===== src/logic/cksw_pkg.sv =====
// constants, register map and state encoding for the system clock switch control
//
// Notes on behaviour
// - every oscillator ready shown in status register
// - software forces oscillators on; all eight enable bits writable
// - frequency write clears high/mid ready until ready
// - mid clock held static while frequency change pending
// - internal clocks stay usable; accurate once ready
// - switch-enable config gates request field writes
// - keep current clock until requested source ready
// - source already running counts as ready immediately
// - ready sets flag and irq flag; enable gates irq
// - irq flag never wakes the device from sleep
// - pollable oscillator-ready bit reflects switch done
// - hold clear: switch right after ready flag sets
// - hold set: stay on old clock after ready
// - slow-run mode does not delay the switch
// - divider-only change uses same sequence, needs hold clear
// - current fields keep old value until switch instant
// - hardware clears new-source-ready flag on switch
package cksw_pkg;
  localparam int SRC_W = 3;
  localparam int DIV_W = 4;
  localparam int OSC_N = 8;
  localparam int FRQ_W = 4;
  localparam int ADDR_W = 8;
  localparam int DATA_W = 32;

  localparam logic [ADDR_W-1:0] OFF_REQ = 8'h00;
  localparam logic [ADDR_W-1:0] OFF_CUR = 8'h04;
  localparam logic [ADDR_W-1:0] OFF_SWCS = 8'h08;
  localparam logic [ADDR_W-1:0] OFF_OSTAT = 8'h0C;
  localparam logic [ADDR_W-1:0] OFF_OEN = 8'h10;
  localparam logic [ADDR_W-1:0] OFF_FRQ = 8'h14;
  localparam logic [ADDR_W-1:0] OFF_IFLAG = 8'h18;
  localparam logic [ADDR_W-1:0] OFF_IEN = 8'h1C;

  localparam int SRC_LSB = 0;
  localparam int DIV_LSB = 4;
  localparam int NEW_SOURCE_READY_FLAG_BIT = 3;
  localparam int SWITCH_DONE_READY_BIT_BIT = 4;
  localparam int HOLD_BIT = 7;
  localparam int IFLAG_BIT = 0;
  localparam int IEN_BIT = 0;

  localparam int OSC_CONVERTER_RC_OSCILLATOR_IDX = 4;
  localparam int OSC_MF_IDX = 5;
  localparam int OSC_HF_IDX = 6;

  localparam logic [SRC_W-1:0] RST_SRC = 3'h6;
  localparam logic [DIV_W-1:0] RST_DIV = 4'h0;
  localparam logic [FRQ_W-1:0] RST_FRQ = 4'h0;
  localparam logic [OSC_N-1:0] RST_OEN = 8'h00;

  localparam int CLK_PERIOD_NS = 40;
  localparam int FRQ_SETTLE_NS = 160;
  localparam int FRQ_SETTLE_CYC = (FRQ_SETTLE_NS + CLK_PERIOD_NS - 1) / CLK_PERIOD_NS;

  typedef enum logic [2:0] {
    ST_IDLE = 3'h1,
    ST_WAIT = 3'h2,
    ST_READY = 3'h4
  } cksw_state_e;
endpackage : cksw_pkg


===== src/logic/cksw_sw_if.sv =====
// request and status signals between register block and switch sequencer
`timescale 1ns/1ps
interface cksw_sw_if;
  import cksw_pkg::*;
  logic [SRC_W-1:0] req_src;
  logic [DIV_W-1:0] req_div;
  logic hold;
  logic src_ready;
  logic [SRC_W-1:0] cur_src;
  logic [DIV_W-1:0] cur_div;
  logic new_source_ready_flag;
  logic switch_done_ready_bit;
  logic irq_set;
  modport ctrl (output req_src, req_div, hold, src_ready,
                input cur_src, cur_div, new_source_ready_flag, switch_done_ready_bit, irq_set);
  modport seq (input req_src, req_div, hold, src_ready,
               output cur_src, cur_div, new_source_ready_flag, switch_done_ready_bit, irq_set);
endinterface : cksw_sw_if


===== src/logic/cksw_sync.sv =====
// two-flop synchroniser, one per bit
`timescale 1ns/1ps
module cksw_sync #(
  parameter int W = 1
) (
  input wire logic i_clk,           // system clock
  input wire logic i_rst,           // synchronous reset, high
  input wire logic [W-1:0] i_async, // levels from other domains
  output logic [W-1:0] o_sync       // synchronised levels
);
  if (W < 1) begin : g_chk
    $error("cksw_sync: width must be at least one");
  end
  for (genvar g = 0; g < W; g++) begin : g_bit
    logic meta_reg;
    logic meta_next;
    logic sync_reg;
    logic sync_next;
    always_comb begin
      meta_next = i_async[g];
      sync_next = meta_reg;
    end
    always_ff @(posedge i_clk) begin
      if (i_rst) begin
        meta_reg <= 1'b0;
        sync_reg <= 1'b0;
      end else begin
        meta_reg <= meta_next;
        sync_reg <= sync_next;
      end
    end
    assign o_sync[g] = sync_reg;
  end
endmodule : cksw_sync


===== src/logic/cksw_seq.sv =====
// clock switch sequencer: request, ready, hold and changeover
`timescale 1ns/1ps
module cksw_seq (
  input wire logic i_clk,  // system clock
  input wire logic i_rst,  // synchronous reset, high
  cksw_sw_if.seq sw        // request and status group
);
  import cksw_pkg::*;
  cksw_state_e state_reg;
  cksw_state_e state_next;
  logic [SRC_W-1:0] cur_src_reg;
  logic [SRC_W-1:0] cur_src_next;
  logic [DIV_W-1:0] cur_div_reg;
  logic [DIV_W-1:0] cur_div_next;
  logic new_source_ready_flag_reg;
  logic new_source_ready_flag_next;
  logic switch_done_ready_bit_reg;
  logic switch_done_ready_bit_next;
  logic irq_set_reg;
  logic irq_set_next;
  logic pending;
  logic same_src;

  always_comb begin
    pending = (sw.req_src != cur_src_reg) || (sw.req_div != cur_div_reg);
    same_src = (sw.req_src == cur_src_reg);
    state_next = state_reg;
    cur_src_next = cur_src_reg;
    cur_div_next = cur_div_reg;
    new_source_ready_flag_next = new_source_ready_flag_reg;
    switch_done_ready_bit_next = switch_done_ready_bit_reg;
    irq_set_next = 1'b0;
    case (state_reg)
      ST_IDLE: begin
        if (pending) begin
          state_next = ST_WAIT;
          switch_done_ready_bit_next = 1'b0;
        end
      end
      ST_WAIT: begin
        if (!pending) begin
          state_next = ST_IDLE;
          switch_done_ready_bit_next = 1'b1;
        end else if (same_src || sw.src_ready) begin
          state_next = ST_READY;
          new_source_ready_flag_next = 1'b1;
          irq_set_next = 1'b1;
        end
      end
      ST_READY: begin
        if (!pending) begin
          state_next = ST_IDLE;
          new_source_ready_flag_next = 1'b0;
          switch_done_ready_bit_next = 1'b1;
        end else if (!sw.hold) begin
          state_next = ST_IDLE;
          cur_src_next = sw.req_src;
          cur_div_next = sw.req_div;
          new_source_ready_flag_next = 1'b0;
          switch_done_ready_bit_next = 1'b1;
        end
      end
      default: begin
        state_next = ST_IDLE;
      end
    endcase
  end

  always_ff @(posedge i_clk) begin
    if (i_rst) begin
      state_reg <= ST_IDLE;
      cur_src_reg <= RST_SRC;
      cur_div_reg <= RST_DIV;
      new_source_ready_flag_reg <= 1'b0;
      switch_done_ready_bit_reg <= 1'b1;
      irq_set_reg <= 1'b0;
    end else begin
      state_reg <= state_next;
      cur_src_reg <= cur_src_next;
      cur_div_reg <= cur_div_next;
      new_source_ready_flag_reg <= new_source_ready_flag_next;
      switch_done_ready_bit_reg <= switch_done_ready_bit_next;
      irq_set_reg <= irq_set_next;
    end
  end

  assign sw.cur_src = cur_src_reg;
  assign sw.cur_div = cur_div_reg;
  assign sw.new_source_ready_flag = new_source_ready_flag_reg;
  assign sw.switch_done_ready_bit = switch_done_ready_bit_reg;
  assign sw.irq_set = irq_set_reg;

  a_hold_keeps_old: assert property (@(posedge i_clk) disable iff (i_rst)
    (new_source_ready_flag_reg && sw.hold && pending) |=> $stable(cur_src_reg) && $stable(cur_div_reg))
    else $error("clock selection changed while switch held");
  a_cur_only_switch: assert property (@(posedge i_clk) disable iff (i_rst)
    $changed(cur_src_reg) |-> $past(state_reg) == ST_READY && switch_done_ready_bit_reg)
    else $error("current source changed outside a switch");
  a_new_source_ready_flag_cleared: assert property (@(posedge i_clk) disable iff (i_rst)
    ($changed(cur_src_reg) || $changed(cur_div_reg)) |-> !new_source_ready_flag_reg)
    else $error("new source ready flag left set after switch");
  a_switch_prompt: assert property (@(posedge i_clk) disable iff (i_rst)
    (state_reg == ST_READY && !sw.hold && pending) |=> cur_div_reg == $past(sw.req_div))
    else $error("switch not taken one cycle after ready");
  a_divider_quick: assert property (@(posedge i_clk) disable iff (i_rst)
    (state_reg == ST_WAIT && same_src && pending) |=> new_source_ready_flag_reg ##0 irq_set_reg)
    else $error("running source not treated as ready at once");
endmodule : cksw_seq


===== src/logic/cksw_top.sv =====
// system clock switch control: APB registers, oscillator ready flags, sequencer
`timescale 1ns/1ps
module cksw_top (
  input wire logic I_SYS_CLK,                              // system clock, 25 MHz
  input wire logic I_RST,                                  // synchronous reset, high
  input wire logic I_PSEL,                                 // APB select
  input wire logic I_PENABLE,                              // APB access phase
  input wire logic I_PWRITE,                               // APB write
  input wire logic [cksw_pkg::ADDR_W-1:0] I_PADDR,         // APB byte address
  input wire logic [cksw_pkg::DATA_W-1:0] I_PWDATA,        // APB write data
  output logic [cksw_pkg::DATA_W-1:0] O_PRDATA,            // APB read data
  output logic O_PREADY,                                   // APB ready
  output logic O_PSLVERR,                                  // APB error, unmapped address
  input wire logic I_CSW_EN,                               // clock switch enable config bit
  input wire logic [cksw_pkg::OSC_N-1:0] I_OSC_READY,      // raw ready per oscillator
  output logic [cksw_pkg::SRC_W-1:0] O_CUR_SRC,            // selected clock source
  output logic [cksw_pkg::DIV_W-1:0] O_CUR_DIV,            // selected post divider
  output logic [cksw_pkg::OSC_N-1:0] O_OSC_FORCE_EN,       // manual oscillator enables
  output logic [cksw_pkg::FRQ_W-1:0] O_FRQ_SEL,            // internal frequency select
  output logic O_MF_HOLD,                                  // hold mid clock at static level
  output logic O_CSW_IRQ                                   // clock switch interrupt request
);
  import cksw_pkg::*;
  localparam int CNT_W = $clog2(FRQ_SETTLE_CYC + 1);
  localparam logic [CNT_W-1:0] SETTLE_LAST = CNT_W'(FRQ_SETTLE_CYC - 1);

  if (OSC_N < (1 << SRC_W) || FRQ_SETTLE_CYC < 1) begin : g_chk
    $error("cksw_top: every source code needs a ready bit");
  end

  cksw_sw_if sw ();
  logic [OSC_N:0] sync_in;
  logic [OSC_N:0] sync_out;
  logic [OSC_N-1:0] osc_rdy;
  logic csw_en;

  assign sync_in = {I_CSW_EN, I_OSC_READY};
  cksw_sync #(.W(OSC_N + 1)) u_sync (
    .i_clk(I_SYS_CLK),
    .i_rst(I_RST),
    .i_async(sync_in),
    .o_sync(sync_out)
  );
  assign osc_rdy = sync_out[OSC_N-1:0];
  assign csw_en = sync_out[OSC_N];

  cksw_seq u_seq (
    .i_clk(I_SYS_CLK),
    .i_rst(I_RST),
    .sw(sw)
  );

  logic [SRC_W-1:0] req_src_reg;
  logic [SRC_W-1:0] req_src_next;
  logic [DIV_W-1:0] req_div_reg;
  logic [DIV_W-1:0] req_div_next;
  logic hold_reg;
  logic hold_next;
  logic [OSC_N-1:0] oen_reg;
  logic [OSC_N-1:0] oen_next;
  logic [FRQ_W-1:0] frq_reg;
  logic [FRQ_W-1:0] frq_next;
  logic frq_pend_reg;
  logic frq_pend_next;
  logic [CNT_W-1:0] settle_reg;
  logic [CNT_W-1:0] settle_next;
  logic mf_hold_reg;
  logic mf_hold_next;
  logic iflag_reg;
  logic iflag_next;
  logic ien_reg;
  logic ien_next;
  logic irq_reg;
  logic irq_next;
  logic [DATA_W-1:0] prdata_reg;
  logic [DATA_W-1:0] prdata_next;
  logic pready_reg;
  logic pready_next;
  logic slverr_reg;
  logic slverr_next;
  logic [OSC_N-1:0] ostat;
  logic setup;
  logic wr;
  logic mapped;

  assign sw.req_src = req_src_reg;
  assign sw.req_div = req_div_reg;
  assign sw.hold = hold_reg;
  assign sw.src_ready = osc_rdy[sw.req_src];

  // status view: high/mid ready masked while a frequency change settles
  always_comb begin
    ostat = osc_rdy;
    ostat[OSC_HF_IDX] = osc_rdy[OSC_HF_IDX] && !frq_pend_reg;
    ostat[OSC_MF_IDX] = osc_rdy[OSC_MF_IDX] && !frq_pend_reg;
  end

  // write acts on the access edge; pready is high from the first cycle after reset so no wait states
  always_comb begin
    setup = I_PSEL && !I_PENABLE;
    wr = I_PSEL && I_PENABLE && pready_reg && I_PWRITE;
    case (I_PADDR)
      OFF_REQ, OFF_CUR, OFF_SWCS, OFF_OSTAT, OFF_OEN, OFF_FRQ, OFF_IFLAG, OFF_IEN: mapped = 1'b1;
      default: mapped = 1'b0;
    endcase
    req_src_next = req_src_reg;
    req_div_next = req_div_reg;
    hold_next = hold_reg;
    oen_next = oen_reg;
    frq_next = frq_reg;
    ien_next = ien_reg;
    if (wr && I_PADDR == OFF_REQ && csw_en) begin
      req_src_next = I_PWDATA[SRC_LSB +: SRC_W];
      req_div_next = I_PWDATA[DIV_LSB +: DIV_W];
    end
    if (wr && I_PADDR == OFF_SWCS) begin
      hold_next = I_PWDATA[HOLD_BIT];
    end
    if (wr && I_PADDR == OFF_OEN) begin
      oen_next = I_PWDATA[OSC_N-1:0];
    end
    if (wr && I_PADDR == OFF_IEN) begin
      ien_next = I_PWDATA[IEN_BIT];
    end
    frq_pend_next = frq_pend_reg;
    settle_next = settle_reg;
    if (wr && I_PADDR == OFF_FRQ && I_PWDATA[FRQ_W-1:0] != frq_reg) begin
      frq_next = I_PWDATA[FRQ_W-1:0];
      frq_pend_next = 1'b1;
      settle_next = '0;
    end else if (frq_pend_reg) begin
      // raw ready may lag the new setting, so wait a fixed settle time first
      if (settle_reg != SETTLE_LAST) begin
        settle_next = settle_reg + CNT_W'(1);
      end else if (osc_rdy[OSC_HF_IDX]) begin
        frq_pend_next = 1'b0;
      end
    end
    mf_hold_next = frq_pend_next;
    // a new event beats a same-cycle write-one-to-clear
    iflag_next = sw.irq_set || (iflag_reg && !(wr && I_PADDR == OFF_IFLAG
                 && I_PWDATA[IFLAG_BIT]));
    // plain request line, no path into the wake logic
    irq_next = iflag_reg && ien_reg;
    pready_next = 1'b1;
    prdata_next = prdata_reg;
    slverr_next = slverr_reg;
    if (setup) begin
      slverr_next = !mapped;
      prdata_next = '0;
      case (I_PADDR)
        OFF_REQ: begin
          prdata_next[SRC_LSB +: SRC_W] = req_src_reg;
          prdata_next[DIV_LSB +: DIV_W] = req_div_reg;
        end
        OFF_CUR: begin
          prdata_next[SRC_LSB +: SRC_W] = sw.cur_src;
          prdata_next[DIV_LSB +: DIV_W] = sw.cur_div;
        end
        OFF_SWCS: begin
          prdata_next[HOLD_BIT] = hold_reg;
          prdata_next[SWITCH_DONE_READY_BIT_BIT] = sw.switch_done_ready_bit;
          prdata_next[NEW_SOURCE_READY_FLAG_BIT] = sw.new_source_ready_flag;
        end
        OFF_OSTAT: prdata_next[OSC_N-1:0] = ostat;
        OFF_OEN: prdata_next[OSC_N-1:0] = oen_reg;
        OFF_FRQ: prdata_next[FRQ_W-1:0] = frq_reg;
        OFF_IFLAG: prdata_next[IFLAG_BIT] = iflag_reg;
        OFF_IEN: prdata_next[IEN_BIT] = ien_reg;
        default: prdata_next = '0;
      endcase
    end
  end

  always_ff @(posedge I_SYS_CLK) begin
    if (I_RST) begin
      req_src_reg <= RST_SRC;
      req_div_reg <= RST_DIV;
      hold_reg <= 1'b0;
      oen_reg <= RST_OEN;
      frq_reg <= RST_FRQ;
      frq_pend_reg <= 1'b0;
      settle_reg <= '0;
      mf_hold_reg <= 1'b0;
      iflag_reg <= 1'b0;
      ien_reg <= 1'b0;
      irq_reg <= 1'b0;
      prdata_reg <= '0;
      pready_reg <= 1'b0;
      slverr_reg <= 1'b0;
    end else begin
      req_src_reg <= req_src_next;
      req_div_reg <= req_div_next;
      hold_reg <= hold_next;
      oen_reg <= oen_next;
      frq_reg <= frq_next;
      frq_pend_reg <= frq_pend_next;
      settle_reg <= settle_next;
      mf_hold_reg <= mf_hold_next;
      iflag_reg <= iflag_next;
      ien_reg <= ien_next;
      irq_reg <= irq_next;
      prdata_reg <= prdata_next;
      pready_reg <= pready_next;
      slverr_reg <= slverr_next;
    end
  end

  assign O_PRDATA = prdata_reg;
  assign O_PREADY = pready_reg;
  assign O_PSLVERR = slverr_reg;
  assign O_CUR_SRC = sw.cur_src;
  assign O_CUR_DIV = sw.cur_div;
  assign O_OSC_FORCE_EN = oen_reg;
  assign O_FRQ_SEL = frq_reg;
  assign O_MF_HOLD = mf_hold_reg;
  assign O_CSW_IRQ = irq_reg;

  a_request_locked: assert property (@(posedge I_SYS_CLK) disable iff (I_RST)
    !csw_en |=> $stable(req_src_reg) && $stable(req_div_reg))
    else $error("request fields changed with switching disabled");
  a_flag_set_wins: assert property (@(posedge I_SYS_CLK) disable iff (I_RST)
    sw.irq_set |=> iflag_reg)
    else $error("switch event lost from interrupt flag");
  a_irq_gated: assert property (@(posedge I_SYS_CLK) disable iff (I_RST)
    O_CSW_IRQ |-> $past(iflag_reg) && $past(ien_reg))
    else $error("interrupt raised without flag and enable");
  a_frq_ready_clear: assert property (@(posedge I_SYS_CLK) disable iff (I_RST)
    (wr && I_PADDR == OFF_FRQ && I_PWDATA[FRQ_W-1:0] != frq_reg)
    |=> !ostat[OSC_HF_IDX] && !ostat[OSC_MF_IDX] [*4])
    else $error("high or mid ready not cleared during settle");
  a_mf_hold_pend: assert property (@(posedge I_SYS_CLK) disable iff (I_RST)
    O_MF_HOLD == frq_pend_reg)
    else $error("mid clock hold not tracking pending change");
  a_apb_zero_wait: assert property (@(posedge I_SYS_CLK) disable iff (I_RST)
    (I_PSEL && !I_PENABLE) |=> O_PREADY)
    else $error("APB access phase not ready");
endmodule : cksw_top


===== config.mk =====
export PLATFORM = sky130hd
export DESIGN_NAME = cksw_top
export DESIGN_NICKNAME = d
export VERILOG_FILES = /design/src/logic/cksw_pkg.sv /design/src/logic/cksw_sw_if.sv /design/src/logic/cksw_sync.sv /design/src/logic/cksw_seq.sv /design/src/logic/cksw_top.sv
export SDC_FILE = /design/constraint.sdc
export NUM_CORES = 1
export LEC_CHECK = 0
export BUFFER_PORTS_ARGS = -buffer_cell sky130_fd_sc_hd__buf_4
export CORE_MARGIN = 2
export CORE_UTILIZATION = 54
export CTS_CLUSTER_DIAMETER = 50
export DETAILED_ROUTE_END_ITERATION = 12
export GPL_ROUTABILITY_DRIVEN = 0
export PLACE_DENSITY = 0.88
export SYNTH_ARGS = -nofsm -noshare
export SYNTH_HDL_FRONTEND = slang
export SYNTH_HIERARCHICAL = 1
export SYNTH_SLANG_ARGS = --single-unit
export TNS_END_PERCENT = 100

===== constraint.sdc =====
create_clock -name I_SYS_CLK -period 5.3 [get_ports I_SYS_CLK]
set_clock_uncertainty 0.05 [all_clocks]
set_input_delay 0.53 -clock I_SYS_CLK [delete_from_list [all_inputs] [get_ports I_SYS_CLK]]
set_output_delay 0.53 -clock I_SYS_CLK [all_outputs]
set_load 0.05 [all_outputs]

Word level (Yosys, flattened, before mapping)

Memories as Yosys holds them, arrays and structs flattened.
Index checks and enable logic that the tools add are counted.

Memories kept: 1
Bits in read-only memories: 32
Register bits after elaboration: 68
Memory bits (writable): 0
Latch bits: 0

Memory list:

| name            | depth | bits a word | read ports | clocked after Yosys merged registers in | write ports | line            | source |
|---|---|---|---|---|---|---|---|
| (no name shown) | 32    | 1           | 1          | 0                                       | 0           | cksw_top.sv:102 | `case (I_PADDR)` |

Divide/modulo/power cells: 0
$lt $le $gt $ge: 1
Bitwise gates (word level): 3
Shift-type cells: 0
Mux-type cells: 31
Multiply operators: 0
Reduce and logical (&&, ||, !) cells: 35
Equal/unequal tests: 21
Add/subtract/negate cells: 1

Operator list:

| cell                  | count |
|---|---|
| $eq A8 B5 Y1 const B  | 4 |
| $logic_and A1 B1 Y1   | 17 |
| $eq A8 B4 Y1 const B  | 2 |
| $mux W1               | 16 |
| $mux W3               | 5 |
| $pmux W1 S5           | 2 |
| $pmux W2 S5           | 1 |
| $pmux W3 S3           | 1 |
| $eq A8 B3 Y1 const B  | 1 |
| $logic_not A8 Y1      | 1 |
| $ne A4 B4 Y1          | 2 |
| $pmux W2 S4           | 1 |
| $reduce_and A4 Y1     | 2 |
| $pmux W1 S7           | 1 |
| $ne A2 B1 Y1 const B  | 3 |
| $ne A3 B3 Y1 const B  | 2 |
| $reduce_and A3 Y1     | 2 |
| $logic_not A1 Y1      | 4 |
| $lt A3 B4 Y1 const B  | 1 |
| $pmux W1 S4           | 1 |
| $add A3 B1 Y3 const B | 1 |
| $bmux W1 S3           | 1 |
| $eq A3 B1 Y1 const B  | 1 |
| $eq A3 B2 Y1 const B  | 1 |
| 15 further kinds      | 19 |

Longest topological paths before layout

Gate-level depths: netlist (run 1).

Depth after elaboration: 8
Gate-level depth with buffers: 7

Cells and area by module

Netlist (run 1), hierarchy kept.

By module, submodules not included:

| module    | sequential area each (sq um) | cells an instance | area an instance (sq um) | times used |
|---|---|---|---|---|
| cksw_top  | 740.7                        | 219               | 2115.8                   | 1 |
| cksw_seq  | 260.2                        | 66                | 614.3                    | 1 |
| cksw_sync | 360.3                        | 46                | 556.8                    | 1 |

Worst setup path before layout (run 1)

No wires, ideal clock.

Kind: reg2reg
From: register u_seq.cur_src_reg[1] (netlist: u_seq/sw.cur_src[1])
To: register u_seq.new_source_ready_flag_reg (netlist: u_seq/sw.new_source_ready_flag)
Buffers on the path: 0
Stages on the path, launching flop included: 6
Arrival: 1.788 ns
Setup slack: 3.376 ns
Path through: dfxtp_1 xnor2_1 nand3_2 nor2_2 or4_4 a221oi_2

Longest elaborated chain between the ends: 4

Ends and longest elaborated chain:

| element                                                    | line                           | source |
|---|---|---|
| start: declaration                                         | cksw_seq.sv:11                 | `logic [SRC_W-1:0] cur_src_reg;` |
| start signal: assignment                                   | cksw_seq.sv:79                 | `cur_src_reg <= cur_src_next;` |
| $ne A3 B3 Y1 or $eq A3 B3 Y1 (tied branches)               | cksw_seq.sv:25, cksw_seq.sv:26 |  |
| $logic_or A1 B1 Y1, on equally long branches               | cksw_seq.sv:25, cksw_seq.sv:44 |  |
| $ne A3 B3 Y1 (no line), or another cell as far along       | --                             |  |
| $reduce_and A4 Y1 (no line) or $pmux W1 S2 (tied branches) | --                             |  |
| end signal: assignment                                     | cksw_seq.sv:81                 | `new_source_ready_flag_reg <= new_source_ready_flag_next;` |
| end: declaration                                           | cksw_seq.sv:15                 | `logic new_source_ready_flag_reg;` |

Several ways; a longest one is shown, not always the timed one.
A chain may end at the register's enable or synchronous reset.

Final worst setup path (run 1)

From: input I_PADDR[4] (netlist name)
To: register oen_reg[4] (netlist: O_OSC_FORCE_EN[4])

Longest elaborated chain between the ends: 2

Ends and longest elaborated chain:

| element                | line            | source |
|---|---|---|
| start: declaration     | cksw_top.sv:9   | `input wire logic [cksw_pkg::ADDR_W-1:0] I_PADDR,` |
| $eq A8 B5 Y1           | cksw_top.sv:119 | `if (wr && I_PADDR == OFF_OEN) begin` |
| $logic_and A1 B1 Y1    | cksw_top.sv:119 |  |
| end signal: assignment | cksw_top.sv:195 | `oen_reg <= oen_next;` |
| end: declaration       | cksw_top.sv:59  | `logic [OSC_N-1:0] oen_reg;` |

No other way between the ends.

==> flow_summary.json, run 1 <==
{
  "crit_chain": "buf_4 -> nor4b_4 -> and3_1 -> mux2i_1 -> nor2_1",
  "clkPwrFrac": 0.380,
  "regToRegSetupSlack_ns": 3.30,
  "crit_family": "simple AND/OR/NAND/NOR gates",
  "p_comb_frac": 0.108,
  "seqPwrFrac": 0.512,
  "grt_pass1_vias": 2339,
  "first_pass_iters": 4,
  "yosys_warnings": 6,
  "fillers": 467,
  "pin_count": 109,
  "clock_path_buffers": 2,
  "setup_violations": 0,
  "ant_nets": 0,
  "diodes": 0,
  "grt_max_degree": 64,
  "postCtsHoldBufs": 0,
  "arrival_ns": 2.18,
  "finalCritPeriodShare": 0.382,
  "via_count": 2525,
  "dieArea_um2": 6730,
  "p_per_area_nw_per_um2": 270,
  "layoutNonFillerInstCount": 460,
  "htreeDepth": 3,
  "synth_cell_types": 53,
  "worst_slew_pin_slew_ns": 0.671,
  "p_int_mw": 0.760,
  "critPathMaxStageDelay_ns": 0.67,
  "cts_resized": 0,
  "p_total_mw": 1.02,
  "outcome": "completed",
  "clk_latency_ns": 0.34,
  "nets": 436,
  "grt_pass1_wl_um": 11000,
  "post_cts_buffers": 0,
  "period_needed_ns": 2.02,
  "fmax_mhz": 495,
  "antenna_found_initial": 0,
  "via_per_inst": 5.49,
  "die_y_um": 82.0,
  "clock_sinks": 68,
  "drv_slew": 0,
  "end_kind": "register",
  "hold_path.class": "input pin to register",
  "crit_type": "input pin to register",
  "slowest_stage": "and3_1",
  "syn_inst": 331,
  "wl_per_cell_um": 15.5,
  "finalSetupTns_ns": 0,
  "area_delta_synth_final_pct": 15.3,
  "core-area_um2": 5890,
  "placementRows": 28,
  "drt-total-wl_um": 7120,
  "synth_flop_cell": "dfxtp_1",
  "tritoncts": "yes",
  "maxSlewHeadroom": 0.552,
  "cts-root-buf": "clkbuf_8",
  "switching_power_mw": 0.262,
  "die_w_um": 82.0,
  "hold_violations": 0,
  "hpwl_um": 5070,
  "track_usage": 0.221,
  "synth_edf_count": 0,
  "startpoint_type": "input pin",
  "dr.first_iter.drc_count": 337,
  "initial_utilization": 0.558,
  "avgSynthCellArea_um2": 9.93,
  "cap_violations": 0,
  "ir_drop_v": 0.000190,
  "swShare": 0.256,
  "clk_pin_slew_ns": 0.07,
  "ys_seq_elements": 68,
  "post-route-util": 0.644,
  "yosysSeqAreaShare": 0.414,
  "drive_gt1_frac": 0.252,
  "synthArstFlopShare": 0,
  "overflow": 0,
  "whs_ns": 0.347,
  "dp_cells": 444,
  "critPathBufInv": 1,
  "rsz0062_at_grt": "no",
  "crit_fanout": 13,
  "io_buffer_count": 60,
  "numCtsBuffers": 9,
  "power.leakage_nw": 1.72,
  "cp.required_ns": 5.46,
  "drc": 0,
  "synth_area_um2": 3290
}
layout by cell type (no fill, tap or decap), types with 3 or more instances in the layout:
cell type,count
clkbuf_1,3
nor2_1,38
nand4_1,4
nand3b_1,4
clkbuf_8,12
nor3_1,4
mux2_2,5
mux2i_1,31
xor2_1,4
nand2b_1,5
nand2_1,15
a21oi_1,12
a2bb2oi_1,5
a31oi_1,3
buf_4,60
dfxtp_1,68
a32oi_1,3
mux4_2,4
inv_1,3
o21ai_0,7
conb_1,24
nor2b_1,15
and3_1,3
and2b_1,7
xnor2_1,8
area by class of cell:
type	count	area, µm²	share of cell area
Sequential cell	68	1360	0.359
Inverter	3	11.3	0.00297
Clock buffer	15	176	0.0466
Multi-Input combinational cell	238	1690	0.446
Clock inverter	1	5.00	0.00132
Tap cell	75	93.8	0.0248
Timing Repair Buffer	60	450	0.119
stage by stage:
stage / instance area, µm² / setup WS [ns]
after detailed placement: 3610 / 2.95
after global routing: 3790 / 3.17
after floorplan: 3370 / 3.38
after CTS: 3790 / 3.33
final: 3790 / 3.28
after global placement: 3610 / 3.03
power by group through the flow:
stage / sequential [mW] / clock (mW) / combinational (mW)
6_report: 0.523 / 0.388 / 0.111
5_1_grt: 0.523 / 0.412 / 0.118
4_1_cts: 0.523 / 0.393 / 0.110
3_5_place_dp: 0.534 / 0 / 0.110
3_3_place_gp: 0.534 / 0 / 0.108
2_1_floorplan: 0.539 / 0 / 0.0886
cells by family after synthesis:
kind of cell	count (synthesis)	synth area share
and+or+nand+nor	119	0.218
AOI/OAI and AO/OA	40	0.0826
adders and majority gates	2	0.00761
other	1	0.00114
DFF	68	0.414
buffers and inverters	48	0.0978
muxes	41	0.147
xor gates and xnor gates	12	0.0320
metal layers:
layer  share of wire  track usage  vias to the layer above
met5               0            0                        -
met4           0.029        0.148                        0
met3           0.072       0.0418                       19
met2            0.48        0.346                      124
met1            0.42        0.274                     1183
li1                -            -                     1199
worst paths after layout:
check / from / end / depth (start not counted)
setup reg to reg: req_src_reg[0] / u_seq/state_reg[1] / 6
setup / recovery: I_PADDR[4] / O_OSC_FORCE_EN[4] / 5
hold / removal: I_OSC_READY[6] / u_sync/g_bit[6].meta_reg / 2
hold reg to reg: u_sync/g_bit[8].meta_reg / u_sync/g_bit[8].sync_reg / 1
cells in the mapped netlist (all sizes together), types with 5 or more instances:
cell type | n | area share
dfxtp | 68 | 0.41
buf | 38 | 0.086
a21oi | 12 | 0.018
nand2b | 5 | 0.0095
mux2i | 31 | 0.094
nor2b | 15 | 0.029
nor2 | 39 | 0.045
clkbuf | 7 | 0.0080
mux4 | 5 | 0.035
and2b | 7 | 0.016
nand4 | 6 | 0.015
o21ai | 9 | 0.016
a2bb2oi | 5 | 0.013
xnor2 | 8 | 0.021
mux2 | 5 | 0.017
nand2 | 15 | 0.017
Note: power is estimated with default switching activity, not from simulation.
==> run 2, diff against run 1 <==
--- a/config.mk
+++ b/config.mk
@@ -7,11 +7,11 @@
 export LEC_CHECK = 0
 export BUFFER_PORTS_ARGS = -buffer_cell sky130_fd_sc_hd__buf_4
 export CORE_MARGIN = 2
-export CORE_UTILIZATION = 54
+export CORE_UTILIZATION = 46
 export CTS_CLUSTER_DIAMETER = 50
 export DETAILED_ROUTE_END_ITERATION = 12
 export GPL_ROUTABILITY_DRIVEN = 0
-export PLACE_DENSITY = 0.88
+export PLACE_DENSITY = 0.8
 export SYNTH_ARGS = -nofsm -noshare
 export SYNTH_HDL_FRONTEND = slang
 export SYNTH_HIERARCHICAL = 1
==> constraint.sdc (replaced) <==
create_clock -name I_SYS_CLK -period 1.6 [get_ports I_SYS_CLK]
set_clock_uncertainty 0.05 [all_clocks]
set_input_delay 0.16 -clock I_SYS_CLK [delete_from_list [all_inputs] [get_ports I_SYS_CLK]]
set_output_delay 0.16 -clock I_SYS_CLK [all_outputs]
set_load 0.05 [all_outputs]
==> flow_summary.json, run 2 (same netlist as run 1, synthesis figures left out) <==
{
  "outcome": "finished, violations left",
  "violations": "setup timing",
  "use_met1": 0.262,
  "rsz0062_at_grt": "yes",
  "final_common_cell": "buf_4",
  "p_per_area_nw_per_um2": 877,
  "cp.required_ns": 1.81,
  "final_cell_area_um2": 4300,
  "grt_pass1_wl_um": 13100,
  "grt_pass1_vias": 2747,
  "dr.first_iter.drc_count": 120,
  "grtUsageMet2": 0.382,
  "use_met3": 0.0597,
  "ant_nets": 0,
  "drv_slew": 0,
  "fin_ws_ns": -0.165,
  "placementRows": 30,
  "drive_gt1_frac": 0.347,
  "die_w_um": 88.5,
  "tritoncts": "yes",
  "cap_violations": 0,
  "via_count": 2710,
  "io_buffer_count": 60,
  "place_ws_ns": -0.173,
  "pin_count": 109,
  "hold_path.class": "input pin to register",
  "area_delta_synth_final_pct": 30.9,
  "layout.cells.most_common_list": "96 x buf_4, 58 x dfxtp_1, 38 x nor2_1",
  "clock_path_buffers": 2,
  "startpoint_type": "register",
  "dp_cells": 499,
  "ir_drop_v": 0.000535,
  "fmax_mhz": 566,
  "arrival_ns": 1.97,
  "cts-root-buf": "clkbuf_8",
  "wl_per_cell_um": 15.3,
  "busiest_layer": "met2",
  "finalCritPeriodShare": 1.10,
  "hpwl_um": 5960,
  "htreeDepth": 3,
  "crit_fanout": 4,
  "whs_ns": 0.0143,
  "drc": 0,
  "layoutNonFillerInstCount": 526,
  "clock_sinks": 68,
  "placed_cell_area_um2": 3930,
  "post-route-util": 0.626,
  "setup_violations": 9,
  "dieArea_um2": 7840,
  "overflow": 0,
  "end_kind": "register",
  "first_pass_iters": 4,
  "nets": 481,
  "initial_utilization": 0.479,
  "period_needed_ns": 1.77,
  "drt-total-wl_um": 8040,
  "hold_violations": 0,
  "fillers": 601,
  "grt_max_degree": 27,
  "via_per_inst": 5.15,
  "numCtsBuffers": 9,
  "clk_latency_ns": 0.35,
  "die_y_um": 88.5,
  "core-area_um2": 6870,
  "clk_pin_slew_ns": 0.07,
  "track_usage": 0.222,
  "crit_type": "register to register",
  "diodes": 0,
  "power.leakage_nw": 1.98,
  "antenna_found_initial": 0
}
run 2: cell count changes in the layout (fill, tap and decap cells not counted), sizes merged:
cell,delta
clkbuf,-2
bufinv,+2
dlygate4sd3,+9
buf,+36
clkinv,-1
inv,+1
run 2: power by group:
part           switching (mW)  total, mW  internal [mW]  leakage, nW
combinational           0.277      0.419          0.143         1.30
sequential             0.0107       1.71           1.70        0.558
clock                   0.632       1.64           1.01        0.120
total                   0.919       3.77           2.85         1.98
run 2: metal layers:
layer	wire length [µm]	up-vias
li1	-	1289
met1	3280	1295
met2	4030	115
met3	588	11
met4	138	0
met5	0	-
run 2: path summary, 6_finish.rpt:
check	startpoint	end	slack [ns]	cells past startpoint
setup / recovery	req_src_reg[1]	u_seq/sw.new_source_ready_flag	-0.17	5
hold / removal	I_PWDATA[2]	req_src_reg[2]	0.01	3
setup reg to reg	req_src_reg[1]	u_seq/sw.new_source_ready_flag	-0.17	5
hold reg to reg	u_sync/g_bit[7].meta_reg	u_sync/g_bit[7].sync_reg	0.39	1
run 2: per-stage QoR:
step | setup TNS, ns | total power [mW]
finish | -0.740 | 3.77
global placement | -0.393 | 2.14
detailed placement | -0.637 | 2.15
CTS | -0.685 | 3.80
global route | -1.45 | 3.90
floorplan | -0.178 | 2.06
run 2: worst max-delay path: stages, from the launching register on:
cell	delay [ns]
dfxtp_4	0.36
mux4_2	0.35
mux2_4	0.16
a31oi_4	0.04
or4_4	0.45
a221oi_2	0.27
run 2: area by class of cell:
cell class              instances  area, µm²  area share
well taps                      96        120      0.0279
clock buffers                  13        169      0.0393
multi-input cells             238       1730       0.401
inverters                       3       11.3     0.00262
clock inverters                 3       66.3      0.0154
flip-flops and latches         68       1400       0.325
repair buffers                105        811       0.188
run 2: what timing repair did:
item | CTS | global route
hold buffers | 9 | 0
hold endpoints to repair | 9 | 0
setup buffers | 2 | 0
pin swaps | 1 | 0
setup endpoints to repair | 4 | 11
gates resized for setup | 4 | 2
==> run 3, diff against run 2 <==
--- a/config.mk
+++ b/config.mk
@@ -11,7 +11,8 @@
 export CTS_CLUSTER_DIAMETER = 50
 export DETAILED_ROUTE_END_ITERATION = 12
 export GPL_ROUTABILITY_DRIVEN = 0
-export PLACE_DENSITY = 0.8
+export PLACE_DENSITY = 0.81
+export SLEW_MARGIN = 10
 export SYNTH_ARGS = -nofsm -noshare
 export SYNTH_HDL_FRONTEND = slang
 export SYNTH_HIERARCHICAL = 1
==> flow_summary.json, run 3 (same netlist as run 1, synthesis figures left out) <==
{
  "setup_violations": 8,
  "tritoncts": "yes",
  "via_per_inst": 5.18,
  "worst_slew_pin_slew_ns": 0.507,
  "grt_max_degree": 30,
  "final_cell_area_um2": 4240,
  "numCtsBuffers": 9,
  "placementRows": 30,
  "antenna_found_initial": 0,
  "drive_gt1_frac": 0.347,
  "startpoint_type": "register",
  "hpwl_um": 5950,
  "drv_slew": 0,
  "die_w_um": 88.5,
  "ir_drop_v": 0.000504,
  "wl_per_cell_um": 15.3,
  "cp.required_ns": 1.83,
  "drt-total-wl_um": 8060,
  "htreeDepth": 3,
  "die_y_um": 88.5,
  "pin_count": 109,
  "clk_pin_slew_ns": 0.07,
  "fin_ws_ns": -0.143,
  "fmax_mhz": 574,
  "clk_latency_ns": 0.35,
  "diodes": 0,
  "crit-reg2reg-launch": "req_src_reg[0]",
  "clock_sinks": 68,
  "hold_path.class": "input pin to register",
  "cap_violations": 0,
  "ant_nets": 0,
  "min_from": "I_PWDATA[5]",
  "initial_utilization": 0.479,
  "final_common_cell": "buf_4",
  "crit_fanout": 5,
  "cts-root-buf": "clkbuf_8",
  "power.leakage_nw": 1.95,
  "nets": 481,
  "grt_pass1_vias": 2718,
  "maxSlewHeadroom": 0.657,
  "layout.cells.most_common_list": "96 x buf_4, 58 x dfxtp_1, 38 x nor2_1",
  "critPathMaxStageDelay_ns": 0.51,
  "clock_path_buffers": 2,
  "drc": 0,
  "core-area_um2": 6870,
  "dr.first_iter.drc_count": 140,
  "track_usage": 0.219,
  "p_total_mw": 3.33,
  "end_kind": "register",
  "grt_pass1_wl_um": 13000,
  "startpoint": "req_src_reg[0]",
  "placed_cell_area_um2": 3940,
  "rsz0062_at_grt": "yes",
  "violations": "setup timing",
  "p_per_area_nw_per_um2": 786,
  "io_buffer_count": 60,
  "crit_chain": "mux4_2 -> mux2_4 -> a31oi_4 -> nand2b_1 -> o21ai_1 -> nor3b_2",
  "slowest_stage": "mux4_2",
  "outcome": "finished, violations left",
  "finalCritPeriodShare": 1.09,
  "area_delta_synth_final_pct": 28.9,
  "overflow": 0,
  "crit_type": "register to register",
  "first_pass_iters": 4,
  "period_needed_ns": 1.74,
  "hold_violations": 0,
  "dieArea_um2": 7840,
  "via_count": 2724,
  "arrival_ns": 1.97
}
[run 3: where the power goes]
part / internal, mW / leakage, nW / total [mW] / switching, mW
clock network: 0.555 / 0.0868 / 1.20 / 0.649
registers: 1.70 / 0.558 / 1.71 / 0.0103
logic: 0.141 / 1.30 / 0.415 / 0.274
total: 2.40 / 1.95 / 3.33 / 0.933
[run 3: worst paths after layout]
check                                   to  slack [ns]  depth (start not counted)
setup reg to reg        u_seq/state_reg[1]       -0.14                          6
hold reg to reg   u_sync/g_bit[6].sync_reg        0.38                          1
setup / recovery        u_seq/state_reg[1]       -0.14                          6
hold / removal           O_OSC_FORCE_EN[5]        0.02                          3
[run 3: what timing repair did]
item | in CTS | in global routing
gates resized for setup | 2 | 5
setup buffers | 1 | 0
pin swaps | 0 | 1
endpoints found under the setup margin | 6 | 11
hold endpoints to repair | 9 | 0
hold buffers | 9 | 0
[run 3: metal layers]
metal,GRT usage,vias up,wire length [µm]
met4,0.123,0,236
met3,0.0569,23,514
met2,0.350,103,3900
met1,0.270,1303,3410
li1,-,1295,-
met5,0,-,0
[run 3: area by class of cell]
| class | instances | area (µm²) |
|---|---|---|
| sequential | 68 | 1400 |
| inverter | 3 | 11.3 |
| tap | 96 | 120 |
| fill | 563 | 2630 |
| multi-input combinational | 238 | 1740 |
| clock inverter | 5 | 28.8 |
| clock buffer | 11 | 131 |
| timing repair buffer | 105 | 811 |
[run 3: metrics by stage]
stage | cells | hold slack, ns | setup WS, ns | TNS [ns] | utilization
finish | 526 | 0.0205 | -0.143 | -0.639 | 0.617
global route | 526 | 0.0202 | -0.231 | -1.31 | 0.617
CTS | 526 | 0.0139 | -0.137 | -0.726 | 0.612
detailed placement | 500 | 0.322 | -0.149 | -0.558 | 0.573
global placement | 500 | 0.318 | -0.109 | -0.404 | 0.573
floorplan | 354 | 0.182 | -0.0555 | -0.178 | -
[run 3: worst max-delay path: cells and delay by family, from the launching register on]
family          cells  cell delay, ns
compound gates      2            0.21
flops               1            0.39
mux                 2            0.80
simple gates        2            0.23
